===== src/scct_map.svh =====
// Register offsets, field positions, reset values and timing counts of the
// single channel capture/compare timer.
// Assumes inclusion by bare name from the timer package and modules.
`ifndef SCCT_MAP_SVH
`define SCCT_MAP_SVH

`define SCCT_ADDR_W 8
`define SCCT_DATA_W 16

`define SCCT_OFF_CTRL 8'h00
`define SCCT_OFF_MODE 8'h18
`define SCCT_OFF_OUTEN 8'h20
`define SCCT_OFF_COUNT 8'h24
`define SCCT_OFF_DIV 8'h28
`define SCCT_OFF_RELOAD 8'h2c
`define SCCT_OFF_REPEAT 8'h30
`define SCCT_OFF_CCVAL 8'h34
`define SCCT_OFF_WRITE_LOCK_LEVEL 8'h44

`define SCCT_RST16 16'h0000
`define SCCT_RST8 8'h00

`define SCCT_CTRL_CNT_EN 0
`define SCCT_CTRL_UPD_GEN 1
`define SCCT_CTRL_ONE_SHOT 3
`define SCCT_CTRL_TRIG_LO 4
`define SCCT_CTRL_TRIG_HI 5

`define SCCT_MODE_DIR_LO 0
`define SCCT_MODE_DIR_HI 1
`define SCCT_MODE_FAST 2
`define SCCT_MODE_SHADOW 3
`define SCCT_MODE_CDIV_LO 2
`define SCCT_MODE_CDIV_HI 3
`define SCCT_MODE_OCTL_LO 4
`define SCCT_MODE_OCTL_HI 6
`define SCCT_MODE_FILT_LO 4
`define SCCT_MODE_FILT_HI 7

`define SCCT_OUTEN_CHAN_EN 0
`define SCCT_OUTEN_MAIN_POL 1
`define SCCT_OUTEN_COMP_EN 2
`define SCCT_OUTEN_COMP_POL 3

`define SCCT_WRITE_LOCK_LEVEL_LEVEL_LO 8
`define SCCT_WRITE_LOCK_LEVEL_LEVEL_HI 9
`define SCCT_WRITE_LOCK_LEVEL_BRK_POL 13
`define SCCT_WRITE_LOCK_LEVEL_AUTO_EN 14
`define SCCT_WRITE_LOCK_LEVEL_PRIM_EN 15

`define SCCT_LOCK_NONE 2'b00
`define SCCT_LOCK_MID 2'b10
`define SCCT_LOCK_FULL 2'b11

`define SCCT_TRIG_NONE 2'b00
`define SCCT_TRIG_INTERNAL 2'b01
`define SCCT_TRIG_SELF 2'b10
`define SCCT_TRIG_NEIGHBOUR 2'b11

`define SCCT_FAST_LATENCY 3
`define SCCT_SLOW_LATENCY 5
`define SCCT_TRIG_PIPE_W (`SCCT_SLOW_LATENCY - 2)

`endif


===== src/scct_pkg.sv =====
// Types shared by the single channel capture/compare timer modules.
// Assumes scct_map.svh is on the include path.
`include "scct_map.svh"

package scct_pkg;

  typedef enum logic [1:0] {
    SCCT_DIR_OUTPUT = 2'b00,
    SCCT_DIR_IN_SELF = 2'b01,
    SCCT_DIR_IN_NEIGHBOUR = 2'b10,
    SCCT_DIR_IN_TRIGGER = 2'b11
  } scct_dir_type;

  typedef enum logic [2:0] {
    SCCT_OC_TIMING = 3'b000,
    SCCT_OC_SET = 3'b001,
    SCCT_OC_CLEAR = 3'b010,
    SCCT_OC_TOGGLE = 3'b011,
    SCCT_OC_FORCE_LOW = 3'b100,
    SCCT_OC_FORCE_HIGH = 3'b101,
    SCCT_OC_PWM_A = 3'b110,
    SCCT_OC_PWM_B = 3'b111
  } scct_ocmode_type;

  typedef enum logic [1:0] {
    SCCT_EDGE_RISING = 2'b00,
    SCCT_EDGE_FALLING = 2'b01,
    SCCT_EDGE_RESERVED = 2'b10,
    SCCT_EDGE_BOTH = 2'b11
  } scct_edge_type;

endpackage : scct_pkg


===== src/scct_edge_div.sv =====
// Capture edge divider: passes every 1st, 2nd, 4th or 8th active edge.
// Assumes i_edge is a one-cycle pulse on i_clock.
`timescale 1ns/1ns

module scct_edge_div (
  input wire logic i_clock,
  input wire logic i_rst_n,
  input wire logic i_enable,
  input wire logic i_edge,
  input wire logic [1:0] i_div,
  output logic o_capture
);

  logic [2:0] edge_cnt_r;

  wire [2:0] div_mask = (i_div == 2'b00) ? 3'h0 :
                        (i_div == 2'b01) ? 3'h1 :
                        (i_div == 2'b10) ? 3'h3 : 3'h7;

  assign o_capture = i_enable && i_edge && ((edge_cnt_r & div_mask) == div_mask);

  always_ff @(posedge i_clock) begin
    if (!i_rst_n || !i_enable) begin
      edge_cnt_r <= 3'h0;
    end else if (i_edge) begin
      edge_cnt_r <= edge_cnt_r + 3'h1;
    end
  end

endmodule : scct_edge_div


===== src/scct_filter.sv =====
// Digital input filter: samples a synchronised level at a divided rate and
// passes a new level only after N agreeing samples.
// Assumes the input is already synchronised to i_clock.
`timescale 1ns/1ns
`include "scct_map.svh"

module scct_filter (
  input wire logic i_clock,
  input wire logic i_rst_n,
  input wire logic i_level,
  input wire logic [3:0] i_cfg,
  output logic o_filtered
);

  // Returns {sample mask, N}; a sample is taken when the free counter's
  // masked bits are all zero.
  function automatic logic [8:0] filt_decode(input logic [3:0] cfg);
    logic [8:0] res;
    res = 9'h001;
    case (cfg)
      4'h0: res = {5'h00, 4'h1};
      4'h1: res = {5'h00, 4'h2};
      4'h2: res = {5'h00, 4'h4};
      4'h3: res = {5'h00, 4'h8};
      4'h4: res = {5'h01, 4'h6};
      4'h5: res = {5'h01, 4'h8};
      4'h6: res = {5'h03, 4'h6};
      4'h7: res = {5'h03, 4'h8};
      4'h8: res = {5'h07, 4'h6};
      4'h9: res = {5'h07, 4'h8};
      4'ha: res = {5'h0f, 4'h5};
      4'hb: res = {5'h0f, 4'h6};
      4'hc: res = {5'h0f, 4'h8};
      4'hd: res = {5'h1f, 4'h5};
      4'he: res = {5'h1f, 4'h6};
      default: res = {5'h1f, 4'h8};
    endcase
    return res;
  endfunction : filt_decode

  logic [4:0] div_cnt_r;
  logic [2:0] agree_r;
  logic [2:0] agree_nxt;
  logic filt_r;
  logic filt_nxt;

  wire [8:0] dec = filt_decode(i_cfg);
  wire [4:0] samp_mask = dec[8:4];
  wire [3:0] need_n = dec[3:0];
  wire samp_tick = (div_cnt_r & samp_mask) == 5'h00;
  wire differs = i_level != filt_r;
  wire reached = ({1'b0, agree_r} + 4'h1) == need_n;

  assign agree_nxt = (!samp_tick) ? agree_r :
                     (differs && !reached) ? agree_r + 3'h1 : 3'h0;
  assign filt_nxt = (samp_tick && differs && reached) ? i_level : filt_r;
  assign o_filtered = filt_r;

  always_ff @(posedge i_clock) begin
    if (!i_rst_n) begin
      div_cnt_r <= 5'h00;
      agree_r <= 3'h0;
      filt_r <= 1'b0;
    end else begin
      div_cnt_r <= div_cnt_r + 5'h01;
      agree_r <= agree_nxt;
      filt_r <= filt_nxt;
    end
  end

endmodule : scct_filter


===== src/scct_timer.sv =====
// Single channel capture/compare timer: 16-bit up counter with divider,
// reload, repetition, one channel for compare/PWM or capture, and a
// complementary output gated by a primary enable with break.
// Assumes a one-cycle strobe register port and asynchronous pins.
//
// Behaviour
// RULE_01: Shadowed compare value moves on update events.
// RULE_02: Software enables shadow for PWM unless one-shot.
// RULE_03: Shadow enable locked at level 11, output.
// RULE_04: Fast mode: trigger edge acts as match.
// RULE_05: Trigger to output: 5 cycles, 3 fast.
// RULE_06: Direction field writable only while channel disabled.
// RULE_07: Direction selects output or one input source.
// RULE_08: Input filter needs N agreeing divided samples.
// RULE_09: Capture every 1/2/4/8 edges; reset when disabled.
// RULE_10: Input polarity pair selects active edge.
// RULE_11: Output polarity bits invert main and comp.
// RULE_12: comp_out_en enables complementary output.
// RULE_13: chan_en enables output or capture events.
// RULE_14: Counter readable; writes replace count immediately.
// RULE_15: Divider is value plus one, loaded on update.
// RULE_16: Reload value sets counter wrap limit.
// RULE_17: Repetition counter down-counts overflows to updates.
// RULE_18: cc_value: capture read-only, or compare value.
// RULE_19: primary_out_en gates outputs; break clears asynchronously.
// RULE_20: auto_out_en sets primary enable on update.
// RULE_21: auto_out_en writable only at lock level 00.
// RULE_22: break_polarity selects break input active level.
// RULE_23: PWM A active below compare; B inverse.
// RULE_24: All registers and shadows reset to zero.
`timescale 1ns/1ns
`include "scct_map.svh"

module scct_timer (
  input wire logic i_clock,
  input wire logic i_rst_n,
  input wire logic [7:0] i_addr,
  input wire logic [15:0] i_wdata,
  input wire logic i_wr,
  input wire logic i_rd,
  output logic [15:0] o_rdata,
  input wire logic i_chan_input,
  input wire logic i_neighbour_input,
  input wire logic i_break_input,
  input wire logic i_internal_trigger_in,
  output logic o_main_out,
  output logic o_main_oe,
  output logic o_comp_out,
  output logic o_comp_oe,
  output logic o_update_event
);

  ////////////////////////////////////////////////////////////////////////////
  // Register state.

  logic cnt_en_r;
  logic one_shot_mode_r;
  logic [1:0] trigger_source_field_r;
  logic [7:0] mode_r;
  logic chan_en_r;
  logic main_polarity_r;
  logic comp_out_en_r;
  logic comp_polarity_r;
  logic [15:0] count_value_r;
  logic [15:0] count_value_nxt;
  logic [15:0] clock_divider_value_r;
  logic [15:0] div_shadow_r;
  logic [15:0] div_cnt_r;
  logic [15:0] reload_value_r;
  logic [7:0] repeat_value_r;
  logic [7:0] rep_cnt_r;
  logic [15:0] cc_buf_r;
  logic [15:0] cc_value_r;
  logic primary_out_en_r;
  logic auto_out_en_r;
  logic break_polarity_r;
  logic [1:0] write_lock_level_r;
  logic lock_written_r;
  logic [15:0] rdata_r;

  ////////////////////////////////////////////////////////////////////////////
  // Address decode.

  wire wr_ctrl = i_wr && (i_addr == `SCCT_OFF_CTRL);
  wire wr_mode = i_wr && (i_addr == `SCCT_OFF_MODE);
  wire wr_outen = i_wr && (i_addr == `SCCT_OFF_OUTEN);
  wire wr_count = i_wr && (i_addr == `SCCT_OFF_COUNT);
  wire wr_div = i_wr && (i_addr == `SCCT_OFF_DIV);
  wire wr_reload = i_wr && (i_addr == `SCCT_OFF_RELOAD);
  wire wr_repeat = i_wr && (i_addr == `SCCT_OFF_REPEAT);
  wire wr_cc = i_wr && (i_addr == `SCCT_OFF_CCVAL);
  wire wr_write_lock_level = i_wr && (i_addr == `SCCT_OFF_WRITE_LOCK_LEVEL);

  wire [1:0] chan_direction_sel = mode_r[`SCCT_MODE_DIR_HI:`SCCT_MODE_DIR_LO];
  wire out_mode = chan_direction_sel == scct_pkg::SCCT_DIR_OUTPUT;
  wire compare_fast_en = mode_r[`SCCT_MODE_FAST];
  wire compare_shadow_en = mode_r[`SCCT_MODE_SHADOW];
  wire [2:0] oc_mode = mode_r[`SCCT_MODE_OCTL_HI:`SCCT_MODE_OCTL_LO];
  wire [1:0] capture_divider = mode_r[`SCCT_MODE_CDIV_HI:`SCCT_MODE_CDIV_LO];
  wire [3:0] input_filter_cfg = mode_r[`SCCT_MODE_FILT_HI:`SCCT_MODE_FILT_LO];

  // Lock levels: compare control locked at full lock in output mode,
  // polarity bits from level 10 upward in output mode, auto enable and break polarity
  // unless unlocked.
  wire lock_full_out = (write_lock_level_r == `SCCT_LOCK_FULL) && out_mode;
  wire lock_pol = write_lock_level_r[1] && out_mode;
  wire lock_any = write_lock_level_r != `SCCT_LOCK_NONE;

  ////////////////////////////////////////////////////////////////////////////
  // Pin synchronisers; the first stage feeds only the second.

  logic [2:0] pin_meta_r;
  logic [2:0] pin_sync_r;

  always_ff @(posedge i_clock) begin
    if (!i_rst_n) begin
      pin_meta_r <= 3'h0;
      pin_sync_r <= 3'h0;
    end else begin
      pin_meta_r <= {i_break_input, i_neighbour_input, i_chan_input};
      pin_sync_r <= pin_meta_r;
    end
  end

  wire break_sync_active = pin_sync_r[2] == break_polarity_r; // RULE_22
  // The raw pin clears the primary enable without waiting for a clock edge,
  // so outputs shut off even if the clock has stopped.
  wire break_async_active = i_break_input == break_polarity_r; // RULE_22

  ////////////////////////////////////////////////////////////////////////////
  // Input filters, source selection and edge detection.

  logic filtered_in_self;
  logic filtered_in_neighbour;

  scct_filter u_filter_self (
    .i_clock(i_clock),
    .i_rst_n(i_rst_n),
    .i_level(pin_sync_r[0]),
    .i_cfg(input_filter_cfg),
    .o_filtered(filtered_in_self)
  ); // RULE_08

  scct_filter u_filter_neighbour (
    .i_clock(i_clock),
    .i_rst_n(i_rst_n),
    .i_level(pin_sync_r[1]),
    .i_cfg(input_filter_cfg),
    .o_filtered(filtered_in_neighbour)
  ); // RULE_08

  wire internal_trig_sel = trigger_source_field_r == `SCCT_TRIG_INTERNAL;
  wire capture_input_sel =
    (chan_direction_sel == scct_pkg::SCCT_DIR_IN_SELF) ? filtered_in_self :
    (chan_direction_sel == scct_pkg::SCCT_DIR_IN_NEIGHBOUR) ? filtered_in_neighbour :
    (chan_direction_sel == scct_pkg::SCCT_DIR_IN_TRIGGER) ?
      (internal_trig_sel && i_internal_trigger_in) : 1'b0; // RULE_07

  logic cap_prev_r;
  wire cap_rise = capture_input_sel && !cap_prev_r;
  wire cap_fall = !capture_input_sel && cap_prev_r;
  wire [1:0] edge_sel = {comp_polarity_r, main_polarity_r};
  wire cap_edge = (edge_sel == scct_pkg::SCCT_EDGE_RISING) ? cap_rise :
                  (edge_sel == scct_pkg::SCCT_EDGE_FALLING) ? cap_fall :
                  (edge_sel == scct_pkg::SCCT_EDGE_BOTH) ? (cap_rise || cap_fall) :
                  1'b0; // RULE_10

  logic capture_hit;

  scct_edge_div u_edge_div (
    .i_clock(i_clock),
    .i_rst_n(i_rst_n),
    .i_enable(chan_en_r && !out_mode),
    .i_edge(cap_edge),
    .i_div(capture_divider),
    .o_capture(capture_hit)
  ); // RULE_09 RULE_13

  wire trig_level =
    (trigger_source_field_r == `SCCT_TRIG_INTERNAL) ? i_internal_trigger_in :
    (trigger_source_field_r == `SCCT_TRIG_SELF) ? filtered_in_self :
    (trigger_source_field_r == `SCCT_TRIG_NEIGHBOUR) ? filtered_in_neighbour : 1'b0;

  logic trig_prev_r;
  logic [`SCCT_TRIG_PIPE_W-1:0] trig_pipe_r;
  wire trig_edge = trig_level && !trig_prev_r;

  always_ff @(posedge i_clock) begin
    if (!i_rst_n) begin
      cap_prev_r <= 1'b0;
      trig_prev_r <= 1'b0;
      trig_pipe_r <= '0;
    end else begin
      cap_prev_r <= capture_input_sel;
      trig_prev_r <= trig_level;
      trig_pipe_r <= {trig_pipe_r[`SCCT_TRIG_PIPE_W-2:0], trig_edge};
    end
  end

  ////////////////////////////////////////////////////////////////////////////
  // Counter, divider and repetition.

  wire div_tick = div_cnt_r == div_shadow_r; // RULE_15
  wire count_step = cnt_en_r && div_tick;
  wire overflow = count_step && (count_value_r == reload_value_r); // RULE_16
  wire upd_gen = wr_ctrl && i_wdata[`SCCT_CTRL_UPD_GEN];
  wire update_event = upd_gen || (overflow && (rep_cnt_r == 8'h00)); // RULE_17

  assign count_value_nxt = wr_count ? i_wdata :
                           upd_gen ? 16'h0000 :
                           overflow ? 16'h0000 :
                           count_step ? count_value_r + 16'h0001 :
                           count_value_r; // RULE_14

  always_ff @(posedge i_clock) begin
    if (!i_rst_n) begin
      count_value_r <= `SCCT_RST16;
      div_cnt_r <= `SCCT_RST16;
      div_shadow_r <= `SCCT_RST16;
      rep_cnt_r <= `SCCT_RST8;
    end else begin
      count_value_r <= count_value_nxt; // RULE_14
      div_cnt_r <= (upd_gen || div_tick || !cnt_en_r) ? 16'h0000 : div_cnt_r + 16'h0001;
      if (update_event) begin
        div_shadow_r <= clock_divider_value_r; // RULE_15
        rep_cnt_r <= repeat_value_r; // RULE_17
      end else if (overflow) begin
        rep_cnt_r <= rep_cnt_r - 8'h01; // RULE_17
      end
    end
  end

  ////////////////////////////////////////////////////////////////////////////
  // Compare logic and output reference.

  logic out_ref_r;
  logic out_ref_nxt;
  logic pwm_lvl_prev_r;
  logic was_pwm_r;

  // A match counts only when the counter has just stepped onto the value,
  // so toggle mode does not toggle every cycle of a slow divider.
  wire match_evt = cnt_en_r && (div_cnt_r == 16'h0000) && (count_value_r == cc_value_r);
  wire is_pwm = (oc_mode == scct_pkg::SCCT_OC_PWM_A) || (oc_mode == scct_pkg::SCCT_OC_PWM_B);
  wire below = count_value_r < cc_value_r;
  wire pwm_lvl = (oc_mode == scct_pkg::SCCT_OC_PWM_A) ? below : !below; // RULE_23
  wire trig_hit = is_pwm && (compare_fast_en ? trig_pipe_r[`SCCT_FAST_LATENCY-3] :
                             trig_pipe_r[`SCCT_SLOW_LATENCY-3]); // RULE_04 RULE_05

  always_comb begin
    out_ref_nxt = out_ref_r;
    if (trig_hit) begin
      out_ref_nxt = 1'b1; // RULE_04
    end else begin
      unique case (oc_mode)
        scct_pkg::SCCT_OC_TIMING: out_ref_nxt = out_ref_r;
        scct_pkg::SCCT_OC_SET: out_ref_nxt = match_evt ? 1'b1 : out_ref_r;
        scct_pkg::SCCT_OC_CLEAR: out_ref_nxt = match_evt ? 1'b0 : out_ref_r;
        scct_pkg::SCCT_OC_TOGGLE: out_ref_nxt = match_evt ? !out_ref_r : out_ref_r;
        scct_pkg::SCCT_OC_FORCE_LOW: out_ref_nxt = 1'b0;
        scct_pkg::SCCT_OC_FORCE_HIGH: out_ref_nxt = 1'b1;
        scct_pkg::SCCT_OC_PWM_A, scct_pkg::SCCT_OC_PWM_B: begin
          if (!was_pwm_r || (pwm_lvl != pwm_lvl_prev_r)) begin
            out_ref_nxt = pwm_lvl; // RULE_23
          end
        end
      endcase
    end
  end

  always_ff @(posedge i_clock) begin
    if (!i_rst_n) begin
      out_ref_r <= 1'b0;
      pwm_lvl_prev_r <= 1'b0;
      was_pwm_r <= 1'b0;
    end else begin
      out_ref_r <= out_mode ? out_ref_nxt : 1'b0;
      pwm_lvl_prev_r <= pwm_lvl;
      was_pwm_r <= out_mode && is_pwm;
    end
  end

  ////////////////////////////////////////////////////////////////////////////
  // Software registers.

  always_ff @(posedge i_clock) begin
    if (!i_rst_n) begin
      cnt_en_r <= 1'b0; // RULE_24
      one_shot_mode_r <= 1'b0;
      trigger_source_field_r <= `SCCT_TRIG_NONE;
      mode_r <= `SCCT_RST8;
      chan_en_r <= 1'b0;
      main_polarity_r <= 1'b0;
      comp_out_en_r <= 1'b0;
      comp_polarity_r <= 1'b0;
      clock_divider_value_r <= `SCCT_RST16;
      reload_value_r <= `SCCT_RST16;
      repeat_value_r <= `SCCT_RST8;
      cc_buf_r <= `SCCT_RST16;
      cc_value_r <= `SCCT_RST16;
      auto_out_en_r <= 1'b0;
      break_polarity_r <= 1'b0;
      write_lock_level_r <= `SCCT_LOCK_NONE;
      lock_written_r <= 1'b0;
    end else begin
      if (wr_ctrl) begin
        cnt_en_r <= i_wdata[`SCCT_CTRL_CNT_EN];
        one_shot_mode_r <= i_wdata[`SCCT_CTRL_ONE_SHOT];
        trigger_source_field_r <= i_wdata[`SCCT_CTRL_TRIG_HI:`SCCT_CTRL_TRIG_LO];
      end else if (update_event && one_shot_mode_r) begin
        cnt_en_r <= 1'b0;
      end
      if (wr_mode) begin
        if (!chan_en_r) begin
          mode_r[1:0] <= i_wdata[1:0]; // RULE_06
        end
        mode_r[`SCCT_MODE_FAST] <= i_wdata[`SCCT_MODE_FAST];
        if (!lock_full_out) begin
          mode_r[`SCCT_MODE_SHADOW] <= i_wdata[`SCCT_MODE_SHADOW]; // RULE_03
          mode_r[`SCCT_MODE_OCTL_HI:`SCCT_MODE_OCTL_LO] <=
            i_wdata[`SCCT_MODE_OCTL_HI:`SCCT_MODE_OCTL_LO];
        end
        mode_r[`SCCT_MODE_FILT_HI] <= i_wdata[`SCCT_MODE_FILT_HI];
      end
      if (wr_outen) begin
        chan_en_r <= i_wdata[`SCCT_OUTEN_CHAN_EN]; // RULE_13
        comp_out_en_r <= i_wdata[`SCCT_OUTEN_COMP_EN]; // RULE_12
        if (!lock_pol) begin
          main_polarity_r <= i_wdata[`SCCT_OUTEN_MAIN_POL]; // RULE_11
          comp_polarity_r <= i_wdata[`SCCT_OUTEN_COMP_POL];
        end
      end
      if (wr_div) begin
        clock_divider_value_r <= i_wdata;
      end
      if (wr_reload) begin
        reload_value_r <= i_wdata; // RULE_16
      end
      if (wr_repeat) begin
        repeat_value_r <= i_wdata[7:0];
      end
      // Captured values are read-only; compare writes bypass the buffer
      // when the shadow is off.
      if (!out_mode) begin
        if (capture_hit) begin
          cc_value_r <= count_value_r; // RULE_18
        end
      end else if (update_event && compare_shadow_en) begin
        cc_value_r <= cc_buf_r; // RULE_01
      end else if (wr_cc && !compare_shadow_en) begin
        cc_value_r <= i_wdata; // RULE_18
      end
      if (wr_cc && out_mode) begin
        cc_buf_r <= i_wdata; // RULE_01
      end
      if (wr_write_lock_level) begin
        if (!lock_any) begin
          auto_out_en_r <= i_wdata[`SCCT_WRITE_LOCK_LEVEL_AUTO_EN]; // RULE_21
          break_polarity_r <= i_wdata[`SCCT_WRITE_LOCK_LEVEL_BRK_POL];
        end
        if (!lock_written_r) begin
          write_lock_level_r <= i_wdata[`SCCT_WRITE_LOCK_LEVEL_LEVEL_HI:`SCCT_WRITE_LOCK_LEVEL_LEVEL_LO];
          lock_written_r <= 1'b1;
        end
      end
    end
  end

  ////////////////////////////////////////////////////////////////////////////
  // Primary enable and pin drivers; an active break clears the primary enable and both output enables at once.

  wire main_on = out_mode && chan_en_r && primary_out_en_r; // RULE_13 RULE_19
  wire comp_on = out_mode && comp_out_en_r && primary_out_en_r; // RULE_12 RULE_19

  always_ff @(posedge i_clock or posedge break_async_active) begin
    if (break_async_active) begin
      primary_out_en_r <= 1'b0; // RULE_19
      o_main_oe <= 1'b0;
      o_comp_oe <= 1'b0;
    end else if (!i_rst_n) begin
      primary_out_en_r <= 1'b0;
      o_main_oe <= 1'b0;
      o_comp_oe <= 1'b0;
    end else begin
      if (wr_write_lock_level) begin
        primary_out_en_r <= i_wdata[`SCCT_WRITE_LOCK_LEVEL_PRIM_EN];
      end else if (update_event && auto_out_en_r && !break_sync_active) begin
        primary_out_en_r <= 1'b1; // RULE_20
      end
      o_main_oe <= main_on;
      o_comp_oe <= comp_on;
    end
  end

  always_ff @(posedge i_clock) begin
    if (!i_rst_n) begin
      o_main_out <= 1'b0;
      o_comp_out <= 1'b0;
      o_update_event <= 1'b0;
    end else begin
      o_main_out <= main_on ? (out_ref_r ^ main_polarity_r) : main_polarity_r; // RULE_11
      o_comp_out <= comp_on ? (!out_ref_r ^ comp_polarity_r) : comp_polarity_r; // RULE_11
      o_update_event <= update_event;
    end
  end

  ////////////////////////////////////////////////////////////////////////////
  // Read port: data stand for the single cycle after the strobe.

  wire [15:0] rd_mux =
    (i_addr == `SCCT_OFF_CTRL) ? {10'h000, trigger_source_field_r, one_shot_mode_r,
                                  2'b00, cnt_en_r} :
    (i_addr == `SCCT_OFF_MODE) ? {8'h00, mode_r} :
    (i_addr == `SCCT_OFF_OUTEN) ? {12'h000, comp_polarity_r, comp_out_en_r,
                                   main_polarity_r, chan_en_r} :
    (i_addr == `SCCT_OFF_COUNT) ? count_value_r :
    (i_addr == `SCCT_OFF_DIV) ? clock_divider_value_r :
    (i_addr == `SCCT_OFF_RELOAD) ? reload_value_r :
    (i_addr == `SCCT_OFF_REPEAT) ? {8'h00, repeat_value_r} :
    (i_addr == `SCCT_OFF_CCVAL) ? cc_value_r :
    (i_addr == `SCCT_OFF_WRITE_LOCK_LEVEL) ? {primary_out_en_r, auto_out_en_r, break_polarity_r,
                                  3'b000, write_lock_level_r, 8'h00} :
    16'h0000;

  always_ff @(posedge i_clock) begin
    if (!i_rst_n) begin
      rdata_r <= `SCCT_RST16;
    end else begin
      rdata_r <= i_rd ? rd_mux : 16'h0000;
    end
  end

  assign o_rdata = rdata_r;

endmodule : scct_timer


===== config.mk =====
export PLATFORM = sky130hd
export DESIGN_NAME = scct_timer
export DESIGN_NICKNAME = d
export VERILOG_FILES = /design/src/scct_pkg.sv /design/src/scct_edge_div.sv /design/src/scct_filter.sv /design/src/scct_timer.sv
export VERILOG_INCLUDE_DIRS = /design/src
export SDC_FILE = /design/constraint.sdc
export NUM_CORES = 1
export LEC_CHECK = 0
export BUFFER_PORTS_ARGS = -buffer_cell sky130_fd_sc_hd__buf_2
export CAP_MARGIN = 20
export CORE_MARGIN = 2
export CORE_UTILIZATION = 32
export CTS_CLUSTER_DIAMETER = 60
export DETAILED_ROUTE_END_ITERATION = 7
export MAX_ROUTING_LAYER = met4
export PLACE_DENSITY = 0.49
export SLEW_MARGIN = 20
export SYNTH_ARGS = -nofsm -noshare
export SYNTH_HDL_FRONTEND = slang
export SYNTH_SLANG_ARGS = --single-unit
export TNS_END_PERCENT = 10

===== constraint.sdc =====
create_clock -name i_clock -period 0.8 [get_ports i_clock]
set_input_delay 0 -clock i_clock [delete_from_list [all_inputs] [get_ports i_clock]]
set_output_delay 0 -clock i_clock [all_outputs]
set_load 0.01 [all_outputs]

# Word-level counts from Yosys, hierarchy flattened
# Memory sizes are Yosys's and may differ from the RTL's.
# Index checks and enable logic that the tools add are counted.
# classes
order_cmp,1
reduce_logical,90
n_mux,50
n_addsub,10
eq_ne,44
n_bitwise,12
# op_table
cell,count
$mux W16,14
$eq A16 B16 Y1,3
$eq A8 B6 Y1 const B,6
$logic_and A1 B1 Y1,42
$add A16 B1 Y16 const B,2
$mux W8,4
$mux W1,25
$logic_not A16 Y1,1
$logic_not A8 Y1,2
$lt A16 B16 Y1,1
$reduce_and A2 Y1,8
$mux W3,5
$eq A2 B2 Y1 const B,7
$logic_not A1 Y1,14
$eq A3 B3 Y1 const B,4
$ne A3 B3 Y1 const B,4
$add A5 B1 Y5 const B,2
$and A5 B5 Y5,2
$logic_not A5 Y1,2
$add A3 B1 Y3 const B,3
$add A3 B1 Y4 const B,2
$eq A2 B1 Y1 const B,4
$eq A4 B4 Y1,2
$eq A8 B5 Y1 const B,1
other kinds (23),47
# word_totals
register_bits,206
romBits,288
memories,2
out_inout_bits,21
inputBits,32
# memory_table
name,words,word_bits,read_ports,rd_clocked_by_memory_dff,write_ports,line,source
(name not given),16,9,1,0,0,scct_filter.sv:20,case (cfg)
(name not given),16,9,1,0,0,scct_filter.sv:20,

# Longest topological paths before layout
# Gate-level depths: netlist of the first run.
# depth
depth_word,15
ltp_mapped,15
depth_no_buf,13

# Hierarchy
# Synthesis of the first run repeated with hierarchy kept, for this count alone.
# hier_totals
hier_cells,1305
hier_area_um2,10928.0
# modules_own_cells
module,area_per_inst_um2,cells_each,n_inst
scct_timer,9306.4,1140,1
scct_filter (u_filter_neighbour),784.5,77,1
scct_filter (u_filter_self),690.7,71,1
scct_edge_div,146.4,17,1

# Worst setup path after synthesis of the first run
# No wires, ideal clock.
# synth_path
path_kind,register to register
startpoint,register mode_r[5]
endpoint,"register u_filter_neighbour.filt_r, in the netlist u_filter_neighbour.o_filtered"
arrival_time_ns,2.241
required_ns,0.672
slack_ns,-1.568
path_stages_with_launch,10
synth_period_minus_slack_ns,2.368
cell_sequence,dfxtp_1 inv_1 ha_1 inv_1 mux4_2 xnor2_1 nand3_1 a2111o_1 mux2i_1 nor2_1
# synth_via
elab_chain_cells,5
elab_cells_between_ends,6
# synth_rtl
item,line,source
"start, declared",scct_timer.sv:59,logic [7:0] mode_r;
"start signal, assigned",scct_timer.sv:291,mode_r <= `SCCT_RST8;
"start signal, assigned by index",scct_timer.sv:317,mode_r[`SCCT_MODE_FAST] <= i_wdata[`SCCT_MODE_FAST];
"start signal, assigned by index",scct_timer.sv:319,mode_r[`SCCT_MODE_SHADOW] <= i_wdata[`SCCT_MODE_SHADOW];
$mem_v2 Z16 W9 (*),--,
$and A5 B5 Y5,scct_filter.sv:50,wire samp_tick = (div_cnt_r & samp_mask) == 5'h00;
$logic_not A5 Y1,scct_filter.sv:50,
$logic_and A1 B1 Y1,scct_filter.sv:56,assign filt_nxt = (samp_tick && differs && reached) ? i_level : filt_r;
$logic_and A1 B1 Y1 (*),scct_filter.sv:56,
"end signal, assigned",scct_filter.sv:67,filt_r <= filt_nxt;
"end, declared",scct_filter.sv:44,logic filt_r;
# Mark *: on every way between the ends. The rest lies on a longest branch, timed or not.
# A chain may end at the register's enable or synchronous reset.

# Final worst setup path of the first run
# layout_path
startpoint,register reload_value_r[11]
endpoint,register cc_value_r[8]
# layout_via
elab_chain_cells,7
elab_cells_between_ends,9
# layout_rtl
item,line,source
"start, declared",scct_timer.sv:69,logic [15:0] reload_value_r;
"start signal, assigned",scct_timer.sv:297,reload_value_r <= `SCCT_RST16;
"start signal, assigned",scct_timer.sv:337,reload_value_r <= i_wdata;
$eq A16 B16 Y1 (*),scct_timer.sv:205,wire overflow = count_step && (count_value_r == reload_value_r);
$logic_and A1 B1 Y1 (*),scct_timer.sv:205,
$logic_and A1 B1 Y1 (*),scct_timer.sv:207,wire update_event = upd_gen || (overflow && (rep_cnt_r == 8'h00));
$logic_or A1 B1 Y1 (*),scct_timer.sv:207,
$logic_and A1 B1 Y1 (*),scct_timer.sv:348,end else if (update_event && compare_shadow_en) begin
$ne A3 B1 Y1 (no line) / $mux W16 (equally long branches),--,
$reduce_and A2 Y1 (no line) / $mux W16 (equally long branches),--,
"end signal, assigned",scct_timer.sv:346,cc_value_r <= count_value_r;
"end signal, assigned",scct_timer.sv:349,cc_value_r <= cc_buf_r;
"end signal, assigned",scct_timer.sv:351,cc_value_r <= i_wdata;
"end, declared",scct_timer.sv:73,logic [15:0] cc_value_r;
# Marks and branches as above.

==> impl_metrics.tcl, run 1 <==
set metrics [dict create \
    setup-tns-final_ns -154.30 \
    startpoint "reload_value_r[11]" \
    status "finished, violations left" \
    grt_pass1_wl_um 59800 \
    final_cell_count_no_fill 2021 \
    cts_root_buf "clkbuf_16" \
    min_path_type "primary input to flop" \
    die_area_sq_um 33800 \
    cts_tree "yes" \
    synth_top_cells_by_area "dfxtp_1 39%, nand2_1 7.7%, a21oi_1 5.3%, xor2_1 4.5%, nor2_1 4.1%" \
    synthSimpleGateAreaFrac 0.216 \
    synthToLayoutAreaGrowth_pct 50.9 \
    setup_viol 216 \
    regToRegEndpoint "cc_value_r[8]" \
    core_sq_um 31700 \
    hold_path_startpoint "i_rst_n" \
    ir_worst_vdd_uv 1490 \
    grt_use_met3 0.0319 \
    synth.most_common_cell "nand2_1" \
    avgRoutedWirePerCell_um 19.0 \
    crit_path_end "cc_value_r[8]" \
    gp_congestion 0.914 \
    insertion_delay_ns 0.57 \
    grt_pass1_vias 10508 \
    clk_path_buf_depth 3 \
    firstDrtPassIters 6 \
    vias 10469 \
    required_ns 1.26 \
    power_leakage_nw 6.58 \
    period_needed_ns 2.42 \
    violations "negative hold slack, negative setup slack" \
    powerDensity_nw_per_um2 1630 \
    maxSlewViolCount 0 \
    yosys_warnings 0 \
    start_kind "flop" \
    synthAdderAreaFrac 0.0375 \
    gr-usage-met2 0.374 \
    synth_cell_types 77 \
    antenna_left 0 \
    ys_seq_area_frac 0.400 \
    avgSynthCellArea_sq_um 8.36 \
    io_pins 53 \
    via_per_inst 5.18 \
    dp.final_hpwl_um 28800 \
    synth.area.mux_share 0.0385 \
    drtIter0Drc 783 \
    rsz0062_at_grt "yes" \
    initial_core_util 0.326 \
    syn-cell-area_sq_um 10300 \
    drc 0 \
    setup_slack_ns -1.62 \
    async_reset_ff_frac 0.0146 \
    rows 65 \
    syn_nets 1299 \
    tightestPinTransition_ns 0.409 \
    fp.dieW_um 184 \
    cap_violations 0 \
    synth-seq-cells 206 \
    synth_xor_area_frac 0.0601 \
    clock.fmax_ghz 0.414 \
    cts.sinks 206 \
    r2r_slack_ns -1.62 \
    crit_path_max_fanout 7 \
    cts_made_buffers 29 \
    cts_htree_levels 1 \
    min_period_over_period 3.02 \
    layout-drive-gt1-share 0.372 \
    r2r-start "reload_value_r[11]" \
    synthCells 1236 \
    synth_top_flop_cell "dfxtp_1" \
    final_nets 1662 \
    grt_use_met1 0.305 \
    final-hold-violation-count 5 \
    antennaDiodeCount 0 \
    cp-end-kind "flop" \
    synth_compound_area_frac 0.199 \
    fin_util 0.492 \
    antenna_found_initial 0 \
    yosys.area.top_type "dfxtp_1" \
    synth_top_area_share 0.393 \
    clock_skew_ns 0.0274 \
    globalRoute.busiestLayer "met2" \
    dp.cells 1932 \
    globalRouteTotalUtil 0.236 \
    synth_top_family_by_area "simple AND/OR/NAND/NOR gates" \
    synth_edf_count 0 \
    grt-ovfl-total 0 \
    routed_wirelength_um 38500 \
    die_y_um 184 \
    fin_hold_ws_ns -0.136 \
    critPathArrivalTime_ns 2.88 \
    worstSetupPathType "flop to flop" \
    r2r_cells 9 \
    io_buffers 52 \
    maxSlewHeadroom 0.727 \
    grt_max_degree 31 \
    synth_commonest_cells "212 x nand2_1, 203 x dfxtp_1, 112 x nor2_1" \
    clkTransAtPathRegs_ns 0.06 \
    place_ws_ns -1.65 \
]
metal layers:
layer | vias up | part of all wire | routed length (um)
met5 | - | 0 | 0
met4 | 0 | 0.042 | 1610
met3 | 90 | 0.058 | 2230
met2 | 340 | 0.45 | 17300
met1 | 4929 | 0.45 | 17300
li1 | 5110 | - | -
metrics by stage:
step	instance area, sq um	power, mW
2_1_floorplan	10500	11.3
3_5_place_dp	13500	12.2
3_3_place_gp	13500	12.2
6_report	15600	25.4
5_1_grt	15600	26.2
4_1_cts	15200	25.6
registers in the layout (all words and copies together), names as in the netlist, 2 cells and up:
register	cells
cc_buf_r	16
cc_value_r	16
clock_divider_value_r	16
count_value_r	16
div_cnt_r	16
div_shadow_r	16
o_rdata	16
reload_value_r	16
mode_r	8
rep_cnt_r	8
repeat_value_r	8
u_filter_neighbour.div_cnt_r	5
u_filter_self.div_cnt_r	5
pin_meta_r	3
pin_sync_r	3
trig_pipe_r	3
u_edge_div.edge_cnt_r	3
u_filter_neighbour.agree_r	3
u_filter_self.agree_r	3
trigger_source_field_r	2
write_lock_level_r	2
cell families after synthesis:
logic type	after synthesis
flops	206
buf+inv	123
mux	36
simple gates	474
fa+ha+maj	31
compound gates	295
xor+xnor	71
power breakdown:
part           internal [mW]  switching (mW)
clock network           8.05            5.14
registers               10.3          0.0499
logic                  0.858           0.992
layout make-up:
type                            count  area (sq um)
Fill cell                        3049         16100
Multi-Input combinational cell    907          6290
Sequential cell                   206          4180
Timing Repair Buffer              417          3500
Clock buffer                       37           796
Tap cell                          402           503
Clock inverter                     14           186
Inverter                           38           150
placed cells by master, fill, tap and decap left out, types with 10 or more instances in the layout:
| cell | n |
|---|---|
| xor2_1 | 51 |
| a222oi_1 | 11 |
| and2_1 | 12 |
| dfxtp_2 | 26 |
| mux2i_1 | 29 |
| o21ai_0 | 15 |
| o21ai_1 | 14 |
| inv_1 | 32 |
| nand3_1 | 35 |
| buf_6 | 41 |
| buf_2 | 40 |
| nor2_1 | 107 |
| a22oi_1 | 24 |
| ha_1 | 26 |
| dfxtp_1 | 175 |
| buf_4 | 292 |
| o31a_1 | 16 |
| a31oi_1 | 12 |
| a21oi_1 | 100 |
| a211oi_1 | 17 |
| nand2_1 | 202 |
| nor4_2 | 10 |
| clkbuf_16 | 30 |
| buf_12 | 18 |
| xnor2_1 | 13 |
| o32ai_2 | 12 |
| dlygate4sd3_1 | 23 |
critical path, stage by stage (launching register included):
cell	delay (ns)
dfxtp_2	0.32
xor2_1	0.18
nor4_2	0.31
buf_4	0.16
nand4_1	0.18
o31ai_4	0.35
a41oi_2	0.19
nand2b_4	0.25
clkbuf_16	0.19
o32ai_2	0.19
worst min-delay path by stage:
stage / to / slack, ns / cells after the start
global route: o_rdata[6] / -0.11 / 4
finish: o_rdata[6] / -0.14 / 4
detailed placement: primary_out_en_r / 0.08 / 3
floorplan: o_comp_oe / -0.15 / 1
global placement: o_main_oe / 0.08 / 3
CTS: o_rdata[7] / -0.16 / 4
timing repair:
item                       CTS  global route
setup buffers                6             7
pin swaps                   56            20
hold endpoints to repair    96            10
hold buffers                22             2
cloned                       0             1
setup endpoints to repair  217           217
gates resized for setup    123            69
Power figures use the tool's default switching activity.
==> run 2, diff against run 1 <==
==> constraint.sdc (replaced) <==
create_clock -name i_clock -period 2.9 [get_ports i_clock]
set_input_delay 0 -clock i_clock [delete_from_list [all_inputs] [get_ports i_clock]]
set_output_delay 0 -clock i_clock [all_outputs]
set_load 0.01 [all_outputs]
==> impl_metrics.tcl, run 2 (same netlist as run 1, synthesis figures left out) <==
set metrics [dict create \
    status "complete, no violations" \
    via_per_inst 5.37 \
    fin_hold_ws_ns 0.00570 \
    ir_worst_vdd_uv 380 \
    core_sq_um 31700 \
    critPathMostFrequentCell "o21ai_0" \
    clk_path_buf_depth 3 \
    setup_slack_ns 0.206 \
    worst-path-stages 12 \
    io_buffers 52 \
    clock.fmax_ghz 0.371 \
    antenna_found_initial 0 \
    layout-drive-gt1-share 0.147 \
    avgRoutedWirePerCell_um 19.8 \
    drtIter0Drc 882 \
    dp.cells 1665 \
    dpl_cell_area_sq_um 11200 \
    vias 9336 \
    crit_chain "nor2b_1 > nand3_1 > o21ai_0 > nand2_1 > o21ai_0 > inv_1 > ha_1 > o22ai_1 > a22o_1 > a41oi_2 > nand2b_4 > o32ai_1" \
    maxSlewViolCount 0 \
    r2r-start "trigger_source_field_r[1]" \
    min_path_type "primary input to async pin" \
    cp-end-kind "flop" \
    die_area_sq_um 33800 \
    worstSetupPathType "flop to flop" \
    final_cell_area_sq_um 12400 \
    min_period_over_period 0.929 \
    final-hold-violation-count 0 \
    io_pins 53 \
    final_cell_mix "212 x nand2_1, 203 x dfxtp_1, 112 x nor2_1, 109 x a21oi_1, 57 x buf_4" \
    grt_pass1_wl_um 53300 \
    r2r_cells 12 \
    postCtsSetupBuffers 0 \
    cts_root_buf "clkbuf_16" \
    grt_max_degree 74 \
    cts_made_buffers 27 \
    r2r_slack_ns 0.21 \
    insertion_delay_ns 0.53 \
    antenna_left 0 \
    cts_tree "yes" \
    rows 65 \
    final_cell_count_no_fill 1740 \
    power_leakage_nw 4.88 \
    tightestPinTransition_ns 1.02 \
    clkTransAtPathRegs_ns 0.06 \
    clock_skew_ns 0.00945 \
    start_kind "flop" \
    globalRouteTotalUtil 0.210 \
    die_y_um 184 \
    maxSlewHeadroom 0.320 \
    regToRegEndpoint "cc_value_r[5]" \
    layout_commonest_cell "nand2_1" \
    cts.sinks 206 \
    dp.final_hpwl_um 24900 \
    powerDensity_nw_per_um2 525 \
    period_needed_ns 2.69 \
    worst_path_max_delay_cell "dfxtp_1" \
    crit_path_max_fanout 16 \
    gp_congestion 0.865 \
    crit_family "compound AO/OA/AOI/OAI gates" \
    setup-tns-final_ns 0 \
    grt-ovfl-total 0 \
    drc 0 \
    grt_pass1_vias 8806 \
    final_nets 1383 \
    cts_htree_levels 1 \
    routed_wirelength_um 34400 \
    setup_viol 0 \
    fp.dieW_um 184 \
    firstDrtPassIters 6 \
    critPathBufInv 1 \
    critPathMaxStageDelay_ns 0.37 \
    antennaDiodeCount 0 \
    required_ns 3.33 \
    rsz0062_at_grt "no" \
    synthToLayoutAreaGrowth_pct 20.1 \
    cap_violations 0 \
    critPathArrivalTime_ns 3.12 \
    place_ws_ns 0.210 \
    initial_core_util 0.326 \
]
-- run 2: cell count changes in the layout (fill, tap and decap cells not counted), sizes merged --
cell         previous run  this run
buf                   393       112
bufinv                  3         2
clkbuf                 38        32
clkinv                  6        10
clkinvlp                1         2
dlygate4sd3            23        28
inv                    42        39
-- run 2: worst max-delay path by stage --
stage                                    from                       endpoint  slack, ns
floorplan                           mode_r[5]  u_filter_neighbour.o_filtered       0.53
global placement             count_value_r[8]                  cc_value_r[0]       0.19
detailed placement           count_value_r[8]                  cc_value_r[1]       0.21
CTS                                 i_addr[6]                     o_rdata[3]       0.15
global route        trigger_source_field_r[1]                  cc_value_r[5]     0.0007
finish              trigger_source_field_r[1]                  cc_value_r[5]       0.21
-- run 2: area by class of cell --
cell class / count / area (sq um)
Timing Repair Buffer: 140 / 1030
Clock inverter: 15 / 138
Fill cell: 3282 / 19300
Clock buffer: 32 / 744
Inverter: 38 / 145
Multi-Input combinational cell: 907 / 5720
Sequential cell: 206 / 4140
Tap cell: 402 / 503
-- run 2: through the flow --
stage / utilization / power, mW
after detailed placement: 0.354 / 3.25
after CTS: 0.391 / 6.58
final: 0.392 / 6.52
after global placement: 0.354 / 3.25
after floorplan: - / 3.10
after global routing: 0.392 / 6.75
-- run 2: timing repair --
action                     in CTS  in global routing
hold buffers                   28                  0
setup endpoints to repair       0                  6
hold endpoints to repair      109                  0
resized for setup               0                  3
-- run 2: where the power goes --
| group | internal (mW) | leakage [nW] | total (mW) | switching [mW] |
|---|---|---|---|---|
| combinational | 0.132 | 2.76 | 0.351 | 0.219 |
| sequential | 2.85 | 1.68 | 2.87 | 0.0173 |
| clock | 2.00 | 0.441 | 3.30 | 1.31 |
| total | 4.98 | 4.88 | 6.52 | 1.54 |
-- run 2: per-layer routing --
metal,part of all wire,routed length (um),track usage
met4,0.030,1030,0.0627
met1,0.48,16400,0.295
met3,0.066,2290,0.0327
met5,0,0,-
met2,0.43,14700,0.311
-- run 2: tightest hold or removal path, stage by stage --
cell and delay [ns]:
dlygate4sd3_1 0.53, buf_2 0.11, xor2_1 0.28
==> run 3, diff against run 2 <==
--- a/config.mk
+++ b/config.mk
@@ -14,8 +14,8 @@
 export DETAILED_ROUTE_END_ITERATION = 7
 export MAX_ROUTING_LAYER = met4
 export PLACE_DENSITY = 0.49
+export REMOVE_ABC_BUFFERS = 1
 export SLEW_MARGIN = 20
 export SYNTH_ARGS = -nofsm -noshare
 export SYNTH_HDL_FRONTEND = slang
 export SYNTH_SLANG_ARGS = --single-unit
-export TNS_END_PERCENT = 10
==> impl_metrics.tcl, run 3 (same netlist as run 1, synthesis figures left out) <==
set metrics [dict create \
    finalPower_mw 6.81 \
    place_ws_ns 0.0742 \
    min_period_over_period 0.940 \
    setup_viol 0 \
    fp.dieW_um 184 \
    synthToLayoutAreaGrowth_pct 20.4 \
    power_leakage_nw 4.88 \
    die_y_um 184 \
    routed_wirelength_um 34400 \
    layout_commonest_cell "nand2_1" \
    rsz0062_at_grt "no" \
    core_sq_um 31700 \
    startpoint "div_cnt_r[5]" \
    antenna_found_initial 0 \
    powerDensity_nw_per_um2 547 \
    period_needed_ns 2.73 \
    insertion_delay_ns 0.53 \
    cp-end-kind "flop" \
    clock_skew_ns 0.0193 \
    final_cell_area_sq_um 12400 \
    io_pins 53 \
    clkPwrFrac 0.526 \
    grt_max_degree 66 \
    vias 9390 \
    swShare 0.226 \
    intPower_mw 5.27 \
    antennaDiodeCount 0 \
    io_buffers 52 \
    required_ns 3.29 \
    clock.fmax_ghz 0.367 \
    cts_htree_levels 1 \
    initial_core_util 0.326 \
    dp.final_hpwl_um 24900 \
    grt_pass1_vias 8934 \
    via_per_inst 5.40 \
    r2r_slack_ns 0.17 \
    min_path_type "primary input to async pin" \
    final_nets 1380 \
    r2r_cells 8 \
    cts.sinks 206 \
    cts_root_buf "clkbuf_16" \
    critPathArrivalTime_ns 3.12 \
    setup-tns-final_ns 0 \
    worst_path_max_delay_cell "dfxtp_1" \
    start_kind "flop" \
    clk_path_buf_depth 3 \
    drc 0 \
    rows 65 \
    gp_congestion 0.907 \
    maxSlewHeadroom 0.386 \
    final-hold-violation-count 0 \
    r2r-start "div_cnt_r[5]" \
    ir_worst_vdd_uv 427 \
    maxSlewViolCount 0 \
    avgRoutedWirePerCell_um 19.8 \
    crit_chain "xor2_1 > nor4_2 > and4_1 > a31oi_4 > buf_4 > o31a_1 > a211oi_1 > o32ai_2" \
    cap_violations 0 \
    drtIter0Drc 754 \
    status "complete, no violations" \
    cts_made_buffers 27 \
    worstSetupPathType "flop to flop" \
    regToRegEndpoint "cc_value_r[14]" \
    final_cell_mix "212 x nand2_1, 203 x dfxtp_1, 112 x nor2_1, 109 x a21oi_1, 56 x buf_4" \
    grt-ovfl-total 0 \
    setup_slack_ns 0.174 \
    crit_path_max_fanout 11 \
    firstDrtPassIters 6 \
    cts_tree "yes" \
    clkTransAtPathRegs_ns 0.06 \
    die_area_sq_um 33800 \
    layout-drive-gt1-share 0.144 \
    grt_pass1_wl_um 53300 \
    seqPwrFrac 0.422 \
    final.fill_count 3284 \
    p_sw_mw 1.54 \
    dpl_cell_area_sq_um 11200 \
    power_frac_comb 0.052 \
    antenna_left 0 \
    critPathMaxStageDelay_ns 0.46 \
    tightestPinTransition_ns 0.913 \
    postCtsSetupBuffers 0 \
    fin_util 0.392 \
    globalRouteTotalUtil 0.209 \
]
[run 3: cell types whose count changed in the layout (fill, tap and decap cells not counted), sizes merged]
| cell | delta |
|---|---|
| buf | -3 |
| bufinv | +3 |
| clkbuf | +4 |
| clkinv | -5 |
| clkinvlp | -1 |
[run 3: how the worst max path moves through the flow]
stage                                                to  slack (ns)
after floorplan                          cc_value_r[15]        0.10
after CTS                                cc_value_r[14]        0.05
final                                    cc_value_r[14]        0.17
after global routing      u_filter_neighbour.agree_r[1]        0.02
after global placement                   cc_value_r[14]        0.06
after detailed placement                 cc_value_r[14]        0.07
[run 3: repair_timing]
action                                  CTS  global route
resized for setup                         0             4
hold buffers                             28             0
endpoints found under the hold margin   108             0
endpoints found under the setup margin    0             9
[run 3: through the flow]
step,std cells,hold WS (ns)
global placement,1662,0.176
floorplan,1151,-0.148
global route,1738,0.169
CTS,1738,0.153
finish,1738,0.138
detailed placement,1662,0.173
[run 3: per-layer routing]
metal	wire (um)	track usage
met1	16700	0.295
met2	15000	0.314
met3	1750	0.0230
met4	922	0.0634
met5	0	-
[run 3: layout make-up]
cell class	instances	area, sq um	area share
repair buffers	137	981	0.0788
multi-input cells	907	5720	0.459
flip-flops and latches	206	4140	0.333
clock inverters	12	201	0.0162
well taps	402	503	0.0404
clock buffers	36	759	0.0610
inverters	38	145	0.0117
[run 3: worst max-delay path, delay by kind of cell, from the launching register on]
family                    cells  cell delay (ns)
DFF                           1             0.46
buffers and inverters         1             0.25
and+or+nand+nor               2             0.71
xor gates and xnor gates      1             0.13
AOI/OAI and AO/OA             4             1.03
[run 3: power by group through the flow]
stage / clock network [mW] / logic, mW / registers (mW)
after CTS: 3.66 / 0.349 / 2.87
after detailed placement: 0 / 0.320 / 2.93
after floorplan: 0 / 0.149 / 2.93
final: 3.58 / 0.354 / 2.87
after global placement: 0 / 0.320 / 2.93
after global routing: 3.79 / 0.380 / 2.87
